$ cat src/flash_host_pkg.sv
package flash_host_pkg;

  localparam int ADDR_W = 21;
  localparam int DATA_W = 16;

  // apb register byte offsets
  localparam logic [7:0] CTRL_OFS   = 8'h00;
  localparam logic [7:0] ADDR_OFS   = 8'h04;
  localparam logic [7:0] STATUS_OFS = 8'h08;
  localparam logic [7:0] WINCNT_OFS = 8'h0C;

  // control word: command code in [2:0], a write starts it unless the command is refused
  localparam int CMD_LSB = 0;
  localparam int CMD_MSB = 2;

  // status word fields
  localparam int ST_BUSY    = 0;
  localparam int ST_READY   = 1;
  localparam int ST_WINDOW  = 2;
  localparam int ST_REFUSED = 3;
  localparam int ST_RD_LSB  = 16;

  // host commands
  localparam logic [2:0] CMD_CHIP_ERASE = 3'h0;
  localparam logic [2:0] CMD_SECT_ERASE = 3'h1;
  localparam logic [2:0] CMD_ADD_SECTOR = 3'h2;
  localparam logic [2:0] CMD_SUSPEND    = 3'h3;
  localparam logic [2:0] CMD_RESUME     = 3'h4;
  localparam logic [2:0] CMD_RESET      = 3'h5;
  localparam logic [2:0] CMD_HW_RESET   = 3'h6;
  localparam logic [2:0] CMD_READ       = 3'h7;

  // flash command codes, word mode
  localparam logic [15:0] UNLOCK1_ADDR = 16'h0555;
  localparam logic [15:0] UNLOCK2_ADDR = 16'h02AA;
  localparam logic [15:0] UNLOCK1_DATA = 16'h00AA;
  localparam logic [15:0] UNLOCK2_DATA = 16'h0055;
  localparam logic [15:0] SETUP_DATA   = 16'h0080;
  localparam logic [15:0] CHIP_DATA    = 16'h0010;
  localparam logic [15:0] SECTOR_DATA  = 16'h0030;
  localparam logic [15:0] SUSPEND_DATA = 16'h00B0;
  localparam logic [15:0] RESUME_DATA  = 16'h0030;
  localparam logic [15:0] RESET_DATA   = 16'h00F0;

  // sector is a20..a12, bank is a20..a18
  localparam logic [20:0] SECTOR_MASK = 21'h1FF000;
  localparam logic [20:0] BANK_MASK   = 21'h1C0000;

  // timing at 40 mhz
  localparam int CLOCK_KHZ  = 40000;
  localparam int WINDOW_US  = 50;
  localparam int WINDOW_CYC = WINDOW_US * CLOCK_KHZ / 1000;
  localparam int HWRST_NS   = 500;
  localparam int HWRST_CYC  = (HWRST_NS * CLOCK_KHZ + 999999) / 1000000;
  localparam int STROBE_NS  = 50;
  localparam int STROBE_CYC = (STROBE_NS * CLOCK_KHZ + 999999) / 1000000;
  // read strobe stretched to cover the two-flop input sampler
  localparam int READ_CYC   = STROBE_CYC + 3;

endpackage : flash_host_pkg

$ cat src/flash_bus_cycle.sv
`timescale 1ns/10ps
module flash_bus_cycle
  import flash_host_pkg::*;
(
  // clock and reset
  input  wire logic                       clock,
  input  wire logic                       reset_n,
  // request
  input  wire logic                       start,
  input  wire logic                       writeEn,
  input  wire logic [flash_host_pkg::ADDR_W-1:0] reqAddr,
  input  wire logic [flash_host_pkg::DATA_W-1:0] reqData,
  output logic                            done,
  output logic [7:0]                      readByte,
  // flash strobes
  input  wire logic [flash_host_pkg::DATA_W-1:0] dqSync,
  output logic [flash_host_pkg::ADDR_W-1:0] flashAddr,
  output logic [flash_host_pkg::DATA_W-1:0] flashDqOut,
  output logic                            flashDqOe,
  output logic                            flashCeN,
  output logic                            flashWeN,
  output logic                            flashOeN
);
  import flash_host_pkg::*;

  typedef enum logic [3:0] {
    CY_IDLE   = 4'b0001,
    CY_SETUP  = 4'b0010,
    CY_STROBE = 4'b0100,
    CY_HOLD   = 4'b1000
  } cycle_e;

  cycle_e     state_q, state_d;
  logic [3:0] cnt_q, cnt_d;
  logic       wr_q, wr_d;
  logic [ADDR_W-1:0] addr_q, addr_d;
  logic [DATA_W-1:0] dout_q, dout_d;
  logic       oe_q, oe_d, ceN_q, ceN_d, weN_q, weN_d, rdN_q, rdN_d, done_q, done_d;
  logic [7:0] rbyte_q, rbyte_d;

  always_comb begin
    state_d = state_q;
    cnt_d   = cnt_q;
    wr_d    = wr_q;
    addr_d  = addr_q;
    dout_d  = dout_q;
    oe_d    = oe_q;
    ceN_d   = ceN_q;
    weN_d   = weN_q;
    rdN_d   = rdN_q;
    done_d  = 1'b0;
    rbyte_d = rbyte_q;
    case (state_q)
      CY_IDLE: begin
        if (start) begin
          wr_d    = writeEn;
          addr_d  = reqAddr;
          dout_d  = reqData;
          oe_d    = writeEn;
          ceN_d   = 1'b0;
          state_d = CY_SETUP;
        end
      end
      CY_SETUP: begin
        // address settles a cycle before either strobe falls
        weN_d   = ~wr_q;
        rdN_d   = wr_q;
        cnt_d   = wr_q ? 4'(STROBE_CYC - 1) : 4'(READ_CYC - 1);
        state_d = CY_STROBE;
      end
      CY_STROBE: begin
        if (cnt_q == 4'h0) begin
          // rising edge of the write strobe latches the command
          weN_d   = 1'b1;
          rdN_d   = 1'b1;
          rbyte_d = wr_q ? rbyte_q : dqSync[7:0];
          state_d = CY_HOLD;
        end else begin
          cnt_d = cnt_q - 4'h1;
        end
      end
      CY_HOLD: begin
        ceN_d   = 1'b1;
        oe_d    = 1'b0;
        done_d  = 1'b1;
        state_d = CY_IDLE;
      end
      default: state_d = CY_IDLE;
    endcase
  end

  always_ff @(posedge clock) begin
    if (!reset_n) begin
      state_q <= CY_IDLE;
      cnt_q   <= 4'h0;
      wr_q    <= 1'b0;
      addr_q  <= '0;
      dout_q  <= '0;
      oe_q    <= 1'b0;
      ceN_q   <= 1'b1;
      weN_q   <= 1'b1;
      rdN_q   <= 1'b1;
      done_q  <= 1'b0;
      rbyte_q <= 8'h00;
    end else begin
      state_q <= state_d;
      cnt_q   <= cnt_d;
      wr_q    <= wr_d;
      addr_q  <= addr_d;
      dout_q  <= dout_d;
      oe_q    <= oe_d;
      ceN_q   <= ceN_d;
      weN_q   <= weN_d;
      rdN_q   <= rdN_d;
      done_q  <= done_d;
      rbyte_q <= rbyte_d;
    end
  end

  assign flashAddr  = addr_q;
  assign flashDqOut = dout_q;
  assign flashDqOe  = oe_q;
  assign flashCeN   = ceN_q;
  assign flashWeN   = weN_q;
  assign flashOeN   = rdN_q;
  assign done       = done_q;
  assign readByte   = rbyte_q;

  a_we_width: assert property (@(posedge clock) disable iff (!reset_n)
    $fell(flashWeN) |-> !flashWeN [*2]) else $error("write strobe too short");
  a_we_drive: assert property (@(posedge clock) disable iff (!reset_n)
    !flashWeN |-> flashDqOe && !flashCeN && flashOeN) else $error("write strobe without data drive");
  a_no_contend: assert property (@(posedge clock) disable iff (!reset_n)
    !flashOeN |-> !flashDqOe) else $error("bus driven during read");
  c_write_cycle: cover property (@(posedge clock) disable iff (!reset_n) $rose(flashWeN));

endmodule : flash_bus_cycle

$ cat src/flash_erase_host.sv
`timescale 1ns/10ps
// Notes on behaviour
// - chip erase: six writes, last starts erasing
// - reset pin aborts; host reissues whole sequence
// - sector erase: six writes, last sector/30h
// - added sectors spaced under 50 us
// - in window only 30h, B0h, F0h written
// - suspend B0h to bank holding erasing sector
// - resume to suspended bank, repeats ignored
// - host avoids programming extra region suspended
// - sector chosen only by a20..a12
// - bank chosen only by a20..a18
module flash_erase_host (
  // clock and reset
  input  wire logic                       clock,
  input  wire logic                       reset_n,
  // apb slave
  input  wire logic                       psel,
  input  wire logic                       penable,
  input  wire logic                       pwrite,
  input  wire logic [7:0]                 paddr,
  input  wire logic [31:0]                pwdata,
  output logic [31:0]                     prdata,
  output logic                            pready,
  output logic                            pslverr,
  // flash pins
  output logic [flash_host_pkg::ADDR_W-1:0] flashAddr,
  output logic [flash_host_pkg::DATA_W-1:0] flashDqOut,
  output logic                            flashDqOe,
  input  wire logic [flash_host_pkg::DATA_W-1:0] flashDqIn,
  output logic                            flashCeN,
  output logic                            flashWeN,
  output logic                            flashOeN,
  output logic                            flashResetN,
  input  wire logic                       readyBusy_n
);
  import flash_host_pkg::*;

  typedef enum logic [3:0] {
    HS_IDLE  = 4'b0001,
    HS_ISSUE = 4'b0010,
    HS_WAIT  = 4'b0100,
    HS_HWRST = 4'b1000
  } host_e;

  // one command word: address then data
  function automatic logic [ADDR_W+DATA_W-1:0] seqWord(input logic [2:0] cmd, input logic [2:0] step,
                                                        input logic [ADDR_W-1:0] a);
    logic [ADDR_W-1:0] sect;
    logic [ADDR_W-1:0] bank;
    sect = a & SECTOR_MASK;
    bank = a & BANK_MASK;
    case (cmd)
      CMD_CHIP_ERASE, CMD_SECT_ERASE: begin
        case (step)
          3'h0, 3'h3: seqWord = {21'(UNLOCK1_ADDR), UNLOCK1_DATA};
          3'h1, 3'h4: seqWord = {21'(UNLOCK2_ADDR), UNLOCK2_DATA};
          3'h2:       seqWord = {21'(UNLOCK1_ADDR), SETUP_DATA};
          default:    seqWord = (cmd == CMD_CHIP_ERASE) ? {21'(UNLOCK1_ADDR), CHIP_DATA}
                                                        : {sect, SECTOR_DATA};
        endcase
      end
      CMD_ADD_SECTOR: seqWord = {sect, SECTOR_DATA};
      CMD_SUSPEND:    seqWord = {bank, SUSPEND_DATA};
      CMD_RESUME:     seqWord = {bank, RESUME_DATA};
      CMD_RESET:      seqWord = {21'h000000, RESET_DATA};
      default:        seqWord = {a, 16'h0000}; // no program command exists
    endcase
  endfunction : seqWord

  function automatic logic [2:0] seqLast(input logic [2:0] cmd);
    seqLast = (cmd == CMD_CHIP_ERASE || cmd == CMD_SECT_ERASE) ? 3'h5 : 3'h0;
  endfunction : seqLast

  // pin inputs pass two flops; only the second is read
  logic [DATA_W-1:0] dqMeta_q, dqSync_q;
  logic              rbMeta_q, rbSync_q;
  always_ff @(posedge clock) begin
    if (!reset_n) begin
      dqMeta_q <= '0;
      dqSync_q <= '0;
      rbMeta_q <= 1'b1;
      rbSync_q <= 1'b1;
    end else begin
      dqMeta_q <= flashDqIn;
      dqSync_q <= dqMeta_q;
      rbMeta_q <= readyBusy_n;
      rbSync_q <= rbMeta_q;
    end
  end

  host_e             state_q, state_d;
  logic [2:0]        cmd_q, cmd_d, step_q, step_d;
  logic [ADDR_W-1:0] addr_q, addr_d;
  logic              refused_q, refused_d, window_q, window_d, rstPinN_q, rstPinN_d;
  logic [15:0]       winCnt_q, winCnt_d;
  logic [31:0]       prdata_q, prdata_d;
  logic              pready_q, pready_d, pslverr_q, pslverr_d;
  logic              cycStart, cycDone;
  logic [7:0]        readByte;
  logic              access, take, ctrlWr, cmdOk;
  logic [2:0]        newCmd;

  assign access = psel && penable && !pready_q;
  // a write lands on the edge at which the master sees pready high
  assign take   = psel && penable && pready_q && pwrite;
  assign ctrlWr = take && paddr == CTRL_OFS;
  assign newCmd = pwdata[CMD_MSB:CMD_LSB];

  always_comb begin
    // inside the window only sector adds, suspend, both resets and reads go out
    if (window_q) begin
      cmdOk = newCmd == CMD_ADD_SECTOR || newCmd == CMD_SUSPEND || newCmd == CMD_RESET
           || newCmd == CMD_HW_RESET || newCmd == CMD_READ;
    end else begin
      cmdOk = newCmd != CMD_ADD_SECTOR;
    end
    if (state_q != HS_IDLE) begin
      cmdOk = 1'b0;
    end
  end

  always_comb begin
    state_d   = state_q;
    cmd_d     = cmd_q;
    step_d    = step_q;
    addr_d    = addr_q;
    refused_d = refused_q;
    window_d  = window_q;
    winCnt_d  = winCnt_q;
    rstPinN_d = rstPinN_q;
    cycStart  = 1'b0;
    pready_d  = access;
    pslverr_d = access && !(paddr == CTRL_OFS || paddr == ADDR_OFS || paddr == STATUS_OFS
                           || paddr == WINCNT_OFS);
    prdata_d  = 32'h00000000;
    // spacing timer: later adds past this point may be lost
    if (window_q) begin
      if (winCnt_q >= 16'(WINDOW_CYC - 1)) begin
        window_d = 1'b0;
      end else begin
        winCnt_d = winCnt_q + 16'h0001;
      end
    end
    if (take && paddr == ADDR_OFS) begin
      addr_d = pwdata[ADDR_W-1:0];
    end
    if (take && paddr == STATUS_OFS && pwdata[ST_REFUSED]) begin
      refused_d = 1'b0;
    end
    if (ctrlWr && !cmdOk) begin
      refused_d = 1'b1; // set wins over a clear in the same cycle
    end
    if (access && !pwrite) begin
      case (paddr)
        CTRL_OFS:   prdata_d = {29'h0, cmd_q};
        ADDR_OFS:   prdata_d = {11'h0, addr_q};
        STATUS_OFS: prdata_d = {8'h00, readByte, 12'h000, refused_q, window_q, rbSync_q,
                                state_q != HS_IDLE};
        WINCNT_OFS: prdata_d = {16'h0000, winCnt_q};
        default:    prdata_d = 32'h00000000;
      endcase
    end
    case (state_q)
      HS_IDLE: begin
        if (ctrlWr && cmdOk) begin
          cmd_d  = newCmd;
          step_d = 3'h0;
          if (newCmd == CMD_HW_RESET) begin
            rstPinN_d = 1'b0;
            winCnt_d = 16'h0000;
            window_d = 1'b0;
            state_d  = HS_HWRST;
          end else begin
            state_d = HS_ISSUE;
          end
          if (newCmd == CMD_SUSPEND || newCmd == CMD_RESET) begin
            window_d = 1'b0;
          end
        end
      end
      HS_ISSUE: begin
        cycStart = 1'b1;
        state_d  = HS_WAIT;
      end
      HS_WAIT: begin
        if (cycDone) begin
          if (step_q == seqLast(cmd_q)) begin
            state_d = HS_IDLE;
            if (cmd_q == CMD_SECT_ERASE || cmd_q == CMD_ADD_SECTOR) begin
              // counts from the done pulse that ended the last write's bus cycle
              window_d = 1'b1;
              winCnt_d = 16'h0000;
            end
          end else begin
            step_d  = step_q + 3'h1;
            state_d = HS_ISSUE;
          end
        end
      end
      HS_HWRST: begin
        if (winCnt_q >= 16'(HWRST_CYC - 1)) begin
          rstPinN_d = 1'b1;
          winCnt_d = 16'h0000;
          state_d  = HS_IDLE;
        end else begin
          winCnt_d = winCnt_q + 16'h0001;
        end
      end
      default: state_d = HS_IDLE;
    endcase
  end

  always_ff @(posedge clock) begin
    if (!reset_n) begin
      state_q   <= HS_IDLE;
      cmd_q     <= CMD_READ;
      step_q    <= 3'h0;
      addr_q    <= '0;
      refused_q <= 1'b0;
      window_q  <= 1'b0;
      winCnt_q  <= 16'h0000;
      rstPinN_q <= 1'b1;
      prdata_q  <= 32'h00000000;
      pready_q  <= 1'b0;
      pslverr_q <= 1'b0;
    end else begin
      state_q   <= state_d;
      cmd_q     <= cmd_d;
      step_q    <= step_d;
      addr_q    <= addr_d;
      refused_q <= refused_d;
      window_q  <= window_d;
      winCnt_q  <= winCnt_d;
      rstPinN_q <= rstPinN_d;
      prdata_q  <= prdata_d;
      pready_q  <= pready_d;
      pslverr_q <= pslverr_d;
    end
  end

  logic [ADDR_W+DATA_W-1:0] word;
  assign word = seqWord(cmd_q, step_q, addr_q);

  flash_bus_cycle u_cycle (
    .clock      (clock),
    .reset_n    (reset_n),
    .start      (cycStart),
    .writeEn    (cmd_q != CMD_READ),
    .reqAddr    (word[ADDR_W+DATA_W-1:DATA_W]),
    .reqData    (word[DATA_W-1:0]),
    .done       (cycDone),
    .readByte   (readByte),
    .dqSync     (dqSync_q),
    .flashAddr  (flashAddr),
    .flashDqOut (flashDqOut),
    .flashDqOe  (flashDqOe),
    .flashCeN   (flashCeN),
    .flashWeN   (flashWeN),
    .flashOeN   (flashOeN)
  );

  assign flashResetN = rstPinN_q;
  assign prdata      = prdata_q;
  assign pready      = pready_q;
  assign pslverr     = pslverr_q;

  a_apb_answer: assert property (@(posedge clock) disable iff (!reset_n)
    psel && penable && !pready |=> pready) else $error("apb answer late");
  a_busy_refuse: assert property (@(posedge clock) disable iff (!reset_n)
    state_q == HS_WAIT && ctrlWr |=> refused_q) else $error("busy command not refused");
  a_window_refuse: assert property (@(posedge clock) disable iff (!reset_n)
    window_q && ctrlWr && newCmd == CMD_CHIP_ERASE |=> refused_q && state_q == HS_IDLE)
    else $error("command outside window set accepted");
  a_late_add: assert property (@(posedge clock) disable iff (!reset_n)
    !window_q && ctrlWr && newCmd == CMD_ADD_SECTOR |=> refused_q) else $error("late add accepted");
  a_window_bound: assert property (@(posedge clock) disable iff (!reset_n)
    window_q |-> winCnt_q < 16'd2000) else $error("window timer overran");
  a_reset_pulse: assert property (@(posedge clock) disable iff (!reset_n)
    $fell(flashResetN) |-> !flashResetN [*8]) else $error("reset pulse too short");
  a_suspend_bank: assert property (@(posedge clock) disable iff (!reset_n)
    !flashWeN && flashDqOut == 16'h00B0 |-> flashAddr[17:0] == 18'h00000)
    else $error("suspend address not bank only");
  a_sector_mask: assert property (@(posedge clock) disable iff (!reset_n)
    !flashWeN && flashDqOut == 16'h0030 |-> flashAddr[11:0] == 12'h000)
    else $error("sector address has low bits");
  a_window_open: assert property (@(posedge clock) disable iff (!reset_n)
    state_q == HS_WAIT && cycDone && cmd_q == CMD_SECT_ERASE && step_q == 3'h5 |=> window_q)
    else $error("window not opened");

  c_chip_erase: cover property (@(posedge clock) disable iff (!reset_n)
    cycDone && cmd_q == CMD_CHIP_ERASE && step_q == 3'h5);
  c_add_sector: cover property (@(posedge clock) disable iff (!reset_n)
    cycDone && cmd_q == CMD_ADD_SECTOR);
  c_suspend_win: cover property (@(posedge clock) disable iff (!reset_n)
    window_q && ctrlWr && newCmd == CMD_SUSPEND);
  c_hw_reset: cover property (@(posedge clock) disable iff (!reset_n) $rose(flashResetN));

endmodule : flash_erase_host

$ cat config.mk
export PLATFORM = sky130hd
export DESIGN_NAME = flash_erase_host
export DESIGN_NICKNAME = d
export VERILOG_FILES = /design/src/flash_host_pkg.sv /design/src/flash_bus_cycle.sv /design/src/flash_erase_host.sv
export SDC_FILE = /design/constraint.sdc
export NUM_CORES = 1
export LEC_CHECK = 0
export BUFFER_PORTS_ARGS = -buffer_cell sky130_fd_sc_hd__buf_4
export CORE_UTILIZATION = 50
export CTS_CLUSTER_DIAMETER = 120
export DETAILED_ROUTE_END_ITERATION = 7
export GPL_TIMING_DRIVEN = 0
export PLACE_DENSITY = 0.74
export SLEW_MARGIN = 15
export SYNTH_ARGS = -nofsm -noshare
export SYNTH_HDL_FRONTEND = slang
export SYNTH_SLANG_ARGS = --single-unit
export TNS_END_PERCENT = 30
$ cat constraint.sdc
create_clock -name clock -period 5.75 [get_ports clock]
set_clock_uncertainty 0.1 [all_clocks]
set_input_delay 1.15 -clock clock [delete_from_list [all_inputs] [get_ports clock]]
set_output_delay 1.15 -clock clock [all_outputs]
set_load 0.03 [all_outputs]
==> summary.json <==
{
  "port-buffer-count": {"value": 100},
  "synth_top_area_cell": {"value": "sky130_fd_sc_hd__dfxtp_1"},
  "ctsLongestPathBuffers": {"value": 2},
  "die-width": {"value": 110, "unit": "um"},
  "initial_utilization": {"value": 0.512},
  "synth.most_common_cell": {"value": "sky130_fd_sc_hd__dfxtp_1"},
  "yosys-top-cells-count": {"value": "sky130_fd_sc_hd__dfxtp_1 (143), sky130_fd_sc_hd__nor2_1 (78), sky130_fd_sc_hd__nand2_1 (75)"},
  "fin_nets": {"value": 851},
  "htree_levels": {"value": 4},
  "worst_path_dominant_cell_family": {"value": "compound AO/OA/AOI/OAI gates"},
  "syn_inst": {"value": 646},
  "drive_gt1_frac": {"value": 0.234},
  "n_antenna_cell": {"value": 0},
  "timing.reg2reg.worst_path_depth": {"value": 9},
  "cts.hold.buffers_added": {"value": 0},
  "end_kind": {"value": "register"},
  "instances_no_fill": {"value": 933},
  "maxSlewViolCount": {"value": 0},
  "grt_max_degree": {"value": 17},
  "synth_async_sr_flop_share": {"value": 0},
  "min-delay-path-class": {"value": "register to register"},
  "drv_cap": {"value": 0},
  "vias_per_cell": {"value": 5.49},
  "vias": {"value": 5123},
  "clkTransAtPathRegs": {"value": 0.06, "unit": "ns"},
  "crit_fanout": {"value": 9},
  "placed_instances": {"value": 904},
  "clkSinkCount": {"value": 143},
  "first_global_vias": {"value": 4700},
  "post_detailed_placement_half_perimeter_wirelength": {"value": 10800, "unit": "um"},
  "postCtsResizedCells": {"value": 0},
  "max_stage_delay": {"value": 0.51, "unit": "ns"},
  "route.antenna.remaining_nets": {"value": 0},
  "globalRouteTotalUtil": {"value": 0.254},
  "fp-row-count": {"value": 39},
  "synth-seq-cells": {"value": 143},
  "detailedRoute.firstIterationViolations": {"value": 473},
  "synth_area_per_cell": {"value": 9.01, "unit": "um^2"},
  "power_per_cell_area": {"value": 302, "unit": "nW/um^2"},
  "synth.yosys.seq_area_share": {"value": 0.492},
  "worst_pin_slew": {"value": 0.947, "unit": "ns"},
  "setup_viol": {"value": 0},
  "syn2layout_area_growth": {"value": 27.5, "unit": "%"},
  "drt_pre_antenna_iters": {"value": 5},
  "post_cts.repair.setup_buffers": {"value": 0},
  "cts_tree": {"value": "done"},
  "dominantRegCellSynth": {"value": "sky130_fd_sc_hd__dfxtp_1"},
  "post-layout-total-power": {"value": 0.00224, "unit": "W"},
  "worstSetupPathDepth": {"value": 9},
  "worst_skew_pair.late_latency": {"value": 0.41, "unit": "ns"},
  "synth_largest_type_area_fraction": {"value": 0.492},
  "max-vdd-ir-drop": {"value": 218, "unit": "uV"},
  "antenna_found_initial": {"value": 0},
  "setup.worst_path.start_class": {"value": "register"},
  "post_route_utilization": {"value": 0.653},
  "placeableCoreArea": {"value": 11400, "unit": "um^2"},
  "achievable-frequency": {"value": 0.331, "unit": "GHz"},
  "synth_cell_types": {"value": 71},
  "worstPathCellList": {"value": "clkbuf_1 > inv_1 > ha_1 > nor4_2 > o21ai_0 > o41ai_1 > nand2_1 > o21ai_4 > nor3_1"},
  "synth.area.top_cells": {"value": "sky130_fd_sc_hd__dfxtp_1 (49%), sky130_fd_sc_hd__nor2_1 (5.0%), sky130_fd_sc_hd__a21oi_1 (5.0%), sky130_fd_sc_hd__nand2_1 (4.8%), sky130_fd_sc_hd__a22oi_1 (2.8%)"},
  "nFillCells": {"value": 907},
  "synth_area": {"value": 5820, "unit": "um^2"},
  "gpl.final_weighted_congestion": {"value": 0.931},
  "critPathLaunch": {"value": "cmd_q[2]"},
  "seq_area": {"value": 2860, "unit": "um^2"},
  "drc_errors": {"value": 0},
  "grt_setup_unrepaired": {"value": "false"},
  "regToRegSetupSlack": {"value": 2.73, "unit": "ns"},
  "gr_overflow_total": {"value": 0},
  "critical-path-slowest-cell": {"value": "sky130_fd_sc_hd__o41ai_1"},
  "cp_data_arrival_time": {"value": 3.21, "unit": "ns"},
  "critical_path.n_buffers_inverters": {"value": 2},
  "max_slew_headroom": {"value": 0.367},
  "worstSetupPathType": {"value": "register to register"},
  "die_y": {"value": 110, "unit": "um"},
  "post_drt_wl_per_cell": {"value": 15.7, "unit": "um"},
  "synth_edf_count": {"value": 0},
  "totalWireLength": {"value": 14700, "unit": "um"},
  "report.final.hold_viol_count": {"value": 0},
  "power.leakage": {"value": 3.04, "unit": "nW"},
  "finalCritPeriodShare": {"value": 0.526},
  "synthesis.yosys.warnings": {"value": 0},
  "cts-buffers-inserted": {"value": 17},
  "global_route_wire_length_before_repair": {"value": 23100, "unit": "um"},
  "die-area": {"value": 12100, "unit": "um^2"},
  "multiInputGateArea": {"value": 2670, "unit": "um^2"},
  "timing.rr.start": {"value": "cmd_q[2]"},
  "outcome": {"value": "finished clean"},
  "regToRegEndpoint": {"value": "winCnt_q[8]"},
  "finalCriticalPeriod": {"value": 3.02, "unit": "ns"},
  "timing.setup.tns": {"value": 0, "unit": "ns"},
  "ioPinCount": {"value": 138},
  "crit_end": {"value": "winCnt_q[8]"},
  "ctsRootBufferMaster": {"value": "sky130_fd_sc_hd__clkbuf_16"},
  "worstPathRequired": {"value": 5.94, "unit": "ns"}
}
[cell type report]
type,count,share of cell area
Buffer,48,0.0374
Inverter,17,0.00876
Clock buffer,20,0.0615
Clock inverter,9,0.0217
Multi-Input combinational cell,453,0.360
Tap cell,143,0.0241
Sequential cell,143,0.385
Timing Repair Buffer,100,0.101
[power by group]
part | switching (W) | leakage, nW | internal (W) | total (W)
registers | 0.00000290 | 1.16 | 0.000999 | 0.00100
clock network | 0.000403 | 0.294 | 0.000743 | 0.00115
logic | 0.0000541 | 1.59 | 0.0000399 | 0.0000940
[metrics by stage]
stage	cell area, um^2	worst slack, ns	hold slack [ns]
3_3_place_gp	6810	2.54	0.295
2_1_floorplan	5880	2.89	0.286
3_5_place_dp	6810	2.52	0.299
4_1_cts	7430	2.79	0.312
5_1_grt	7430	2.54	0.327
6_report	7430	2.73	0.310
[layer usage]
layer / part of all wire / global-route usage / up-vias
li1: - / - / 2490
met1: 0.43 / 0.324 / 2384
met2: 0.48 / 0.413 / 222
met3: 0.069 / 0.0628 / 27
met4: 0.020 / 0.0981 / 0
met5: 0 / 0 / -
[cells by family after synthesis]
family	Yosys count	share of synthesized area
mux	16	0.0320
other cells	1	0.000644
fa+ha+maj	9	0.0193
simple gates	252	0.220
flops	143	0.492
buf+inv	65	0.0589
compound gates	154	0.168
xor+xnor	6	0.00902
[worst min path at each step]
stage                   from  endpoint  slack, ns  cells past startpoint
floorplan           rbMeta_q  rbSync_q       0.29                      1
global placement    rbMeta_q  rbSync_q       0.30                      1
detailed placement  rbMeta_q  rbSync_q       0.30                      1
CTS                 rbMeta_q  rbSync_q       0.31                      1
global route        rbMeta_q  rbSync_q       0.33                      1
finish              rbMeta_q  rbSync_q       0.31                      1
[state kept, by name, indices dropped and copies added (netlist names), 3 cells and up]
signal / flops
u_cycle.cnt_q: 4
step_q: 3
winCnt_q: 16
u_cycle.readByte: 8
addr_q: 21
dqMeta_q: 8
u_cycle.flashAddr: 21
state_q: 4
u_cycle.flashDqOut: 6
u_cycle.state_q: 4
cmd_q: 3
prdata: 24
dqSync_q: 8
[cells in the final DEF (no fill, tap or decap), types with 3 or more instances in the layout]
| cell | n |
|---|---|
| sky130_fd_sc_hd__dfxtp_1 | 143 |
| sky130_fd_sc_hd__buf_4 | 121 |
| sky130_fd_sc_hd__nor2_1 | 78 |
| sky130_fd_sc_hd__nand2_1 | 75 |
| sky130_fd_sc_hd__a21oi_1 | 58 |
| sky130_fd_sc_hd__o21ai_0 | 31 |
| sky130_fd_sc_hd__a22oi_1 | 22 |
| sky130_fd_sc_hd__clkbuf_1 | 18 |
| sky130_fd_sc_hd__and2_1 | 17 |
| sky130_fd_sc_hd__and3_1 | 17 |
| sky130_fd_sc_hd__clkbuf_16 | 17 |
| sky130_fd_sc_hd__conb_1 | 16 |
| sky130_fd_sc_hd__inv_1 | 15 |
| sky130_fd_sc_hd__mux2i_1 | 13 |
| sky130_fd_sc_hd__nor3_1 | 10 |
| sky130_fd_sc_hd__buf_2 | 9 |
| sky130_fd_sc_hd__ha_1 | 9 |
| sky130_fd_sc_hd__nand3_1 | 7 |
| sky130_fd_sc_hd__a22o_1 | 7 |
| sky130_fd_sc_hd__nand3b_1 | 6 |
| sky130_fd_sc_hd__nand2b_1 | 6 |
| sky130_fd_sc_hd__a211oi_1 | 5 |
| sky130_fd_sc_hd__xnor2_1 | 4 |
| sky130_fd_sc_hd__or3_1 | 4 |
| sky130_fd_sc_hd__o211ai_1 | 4 |
| sky130_fd_sc_hd__bufinv_16 | 4 |
| sky130_fd_sc_hd__a21o_1 | 3 |
| sky130_fd_sc_hd__and4_1 | 3 |
| sky130_fd_sc_hd__a311oi_1 | 3 |
| sky130_fd_sc_hd__clkinv_4 | 3 |
No activity file was read; power rests on OpenSTA's default activity.
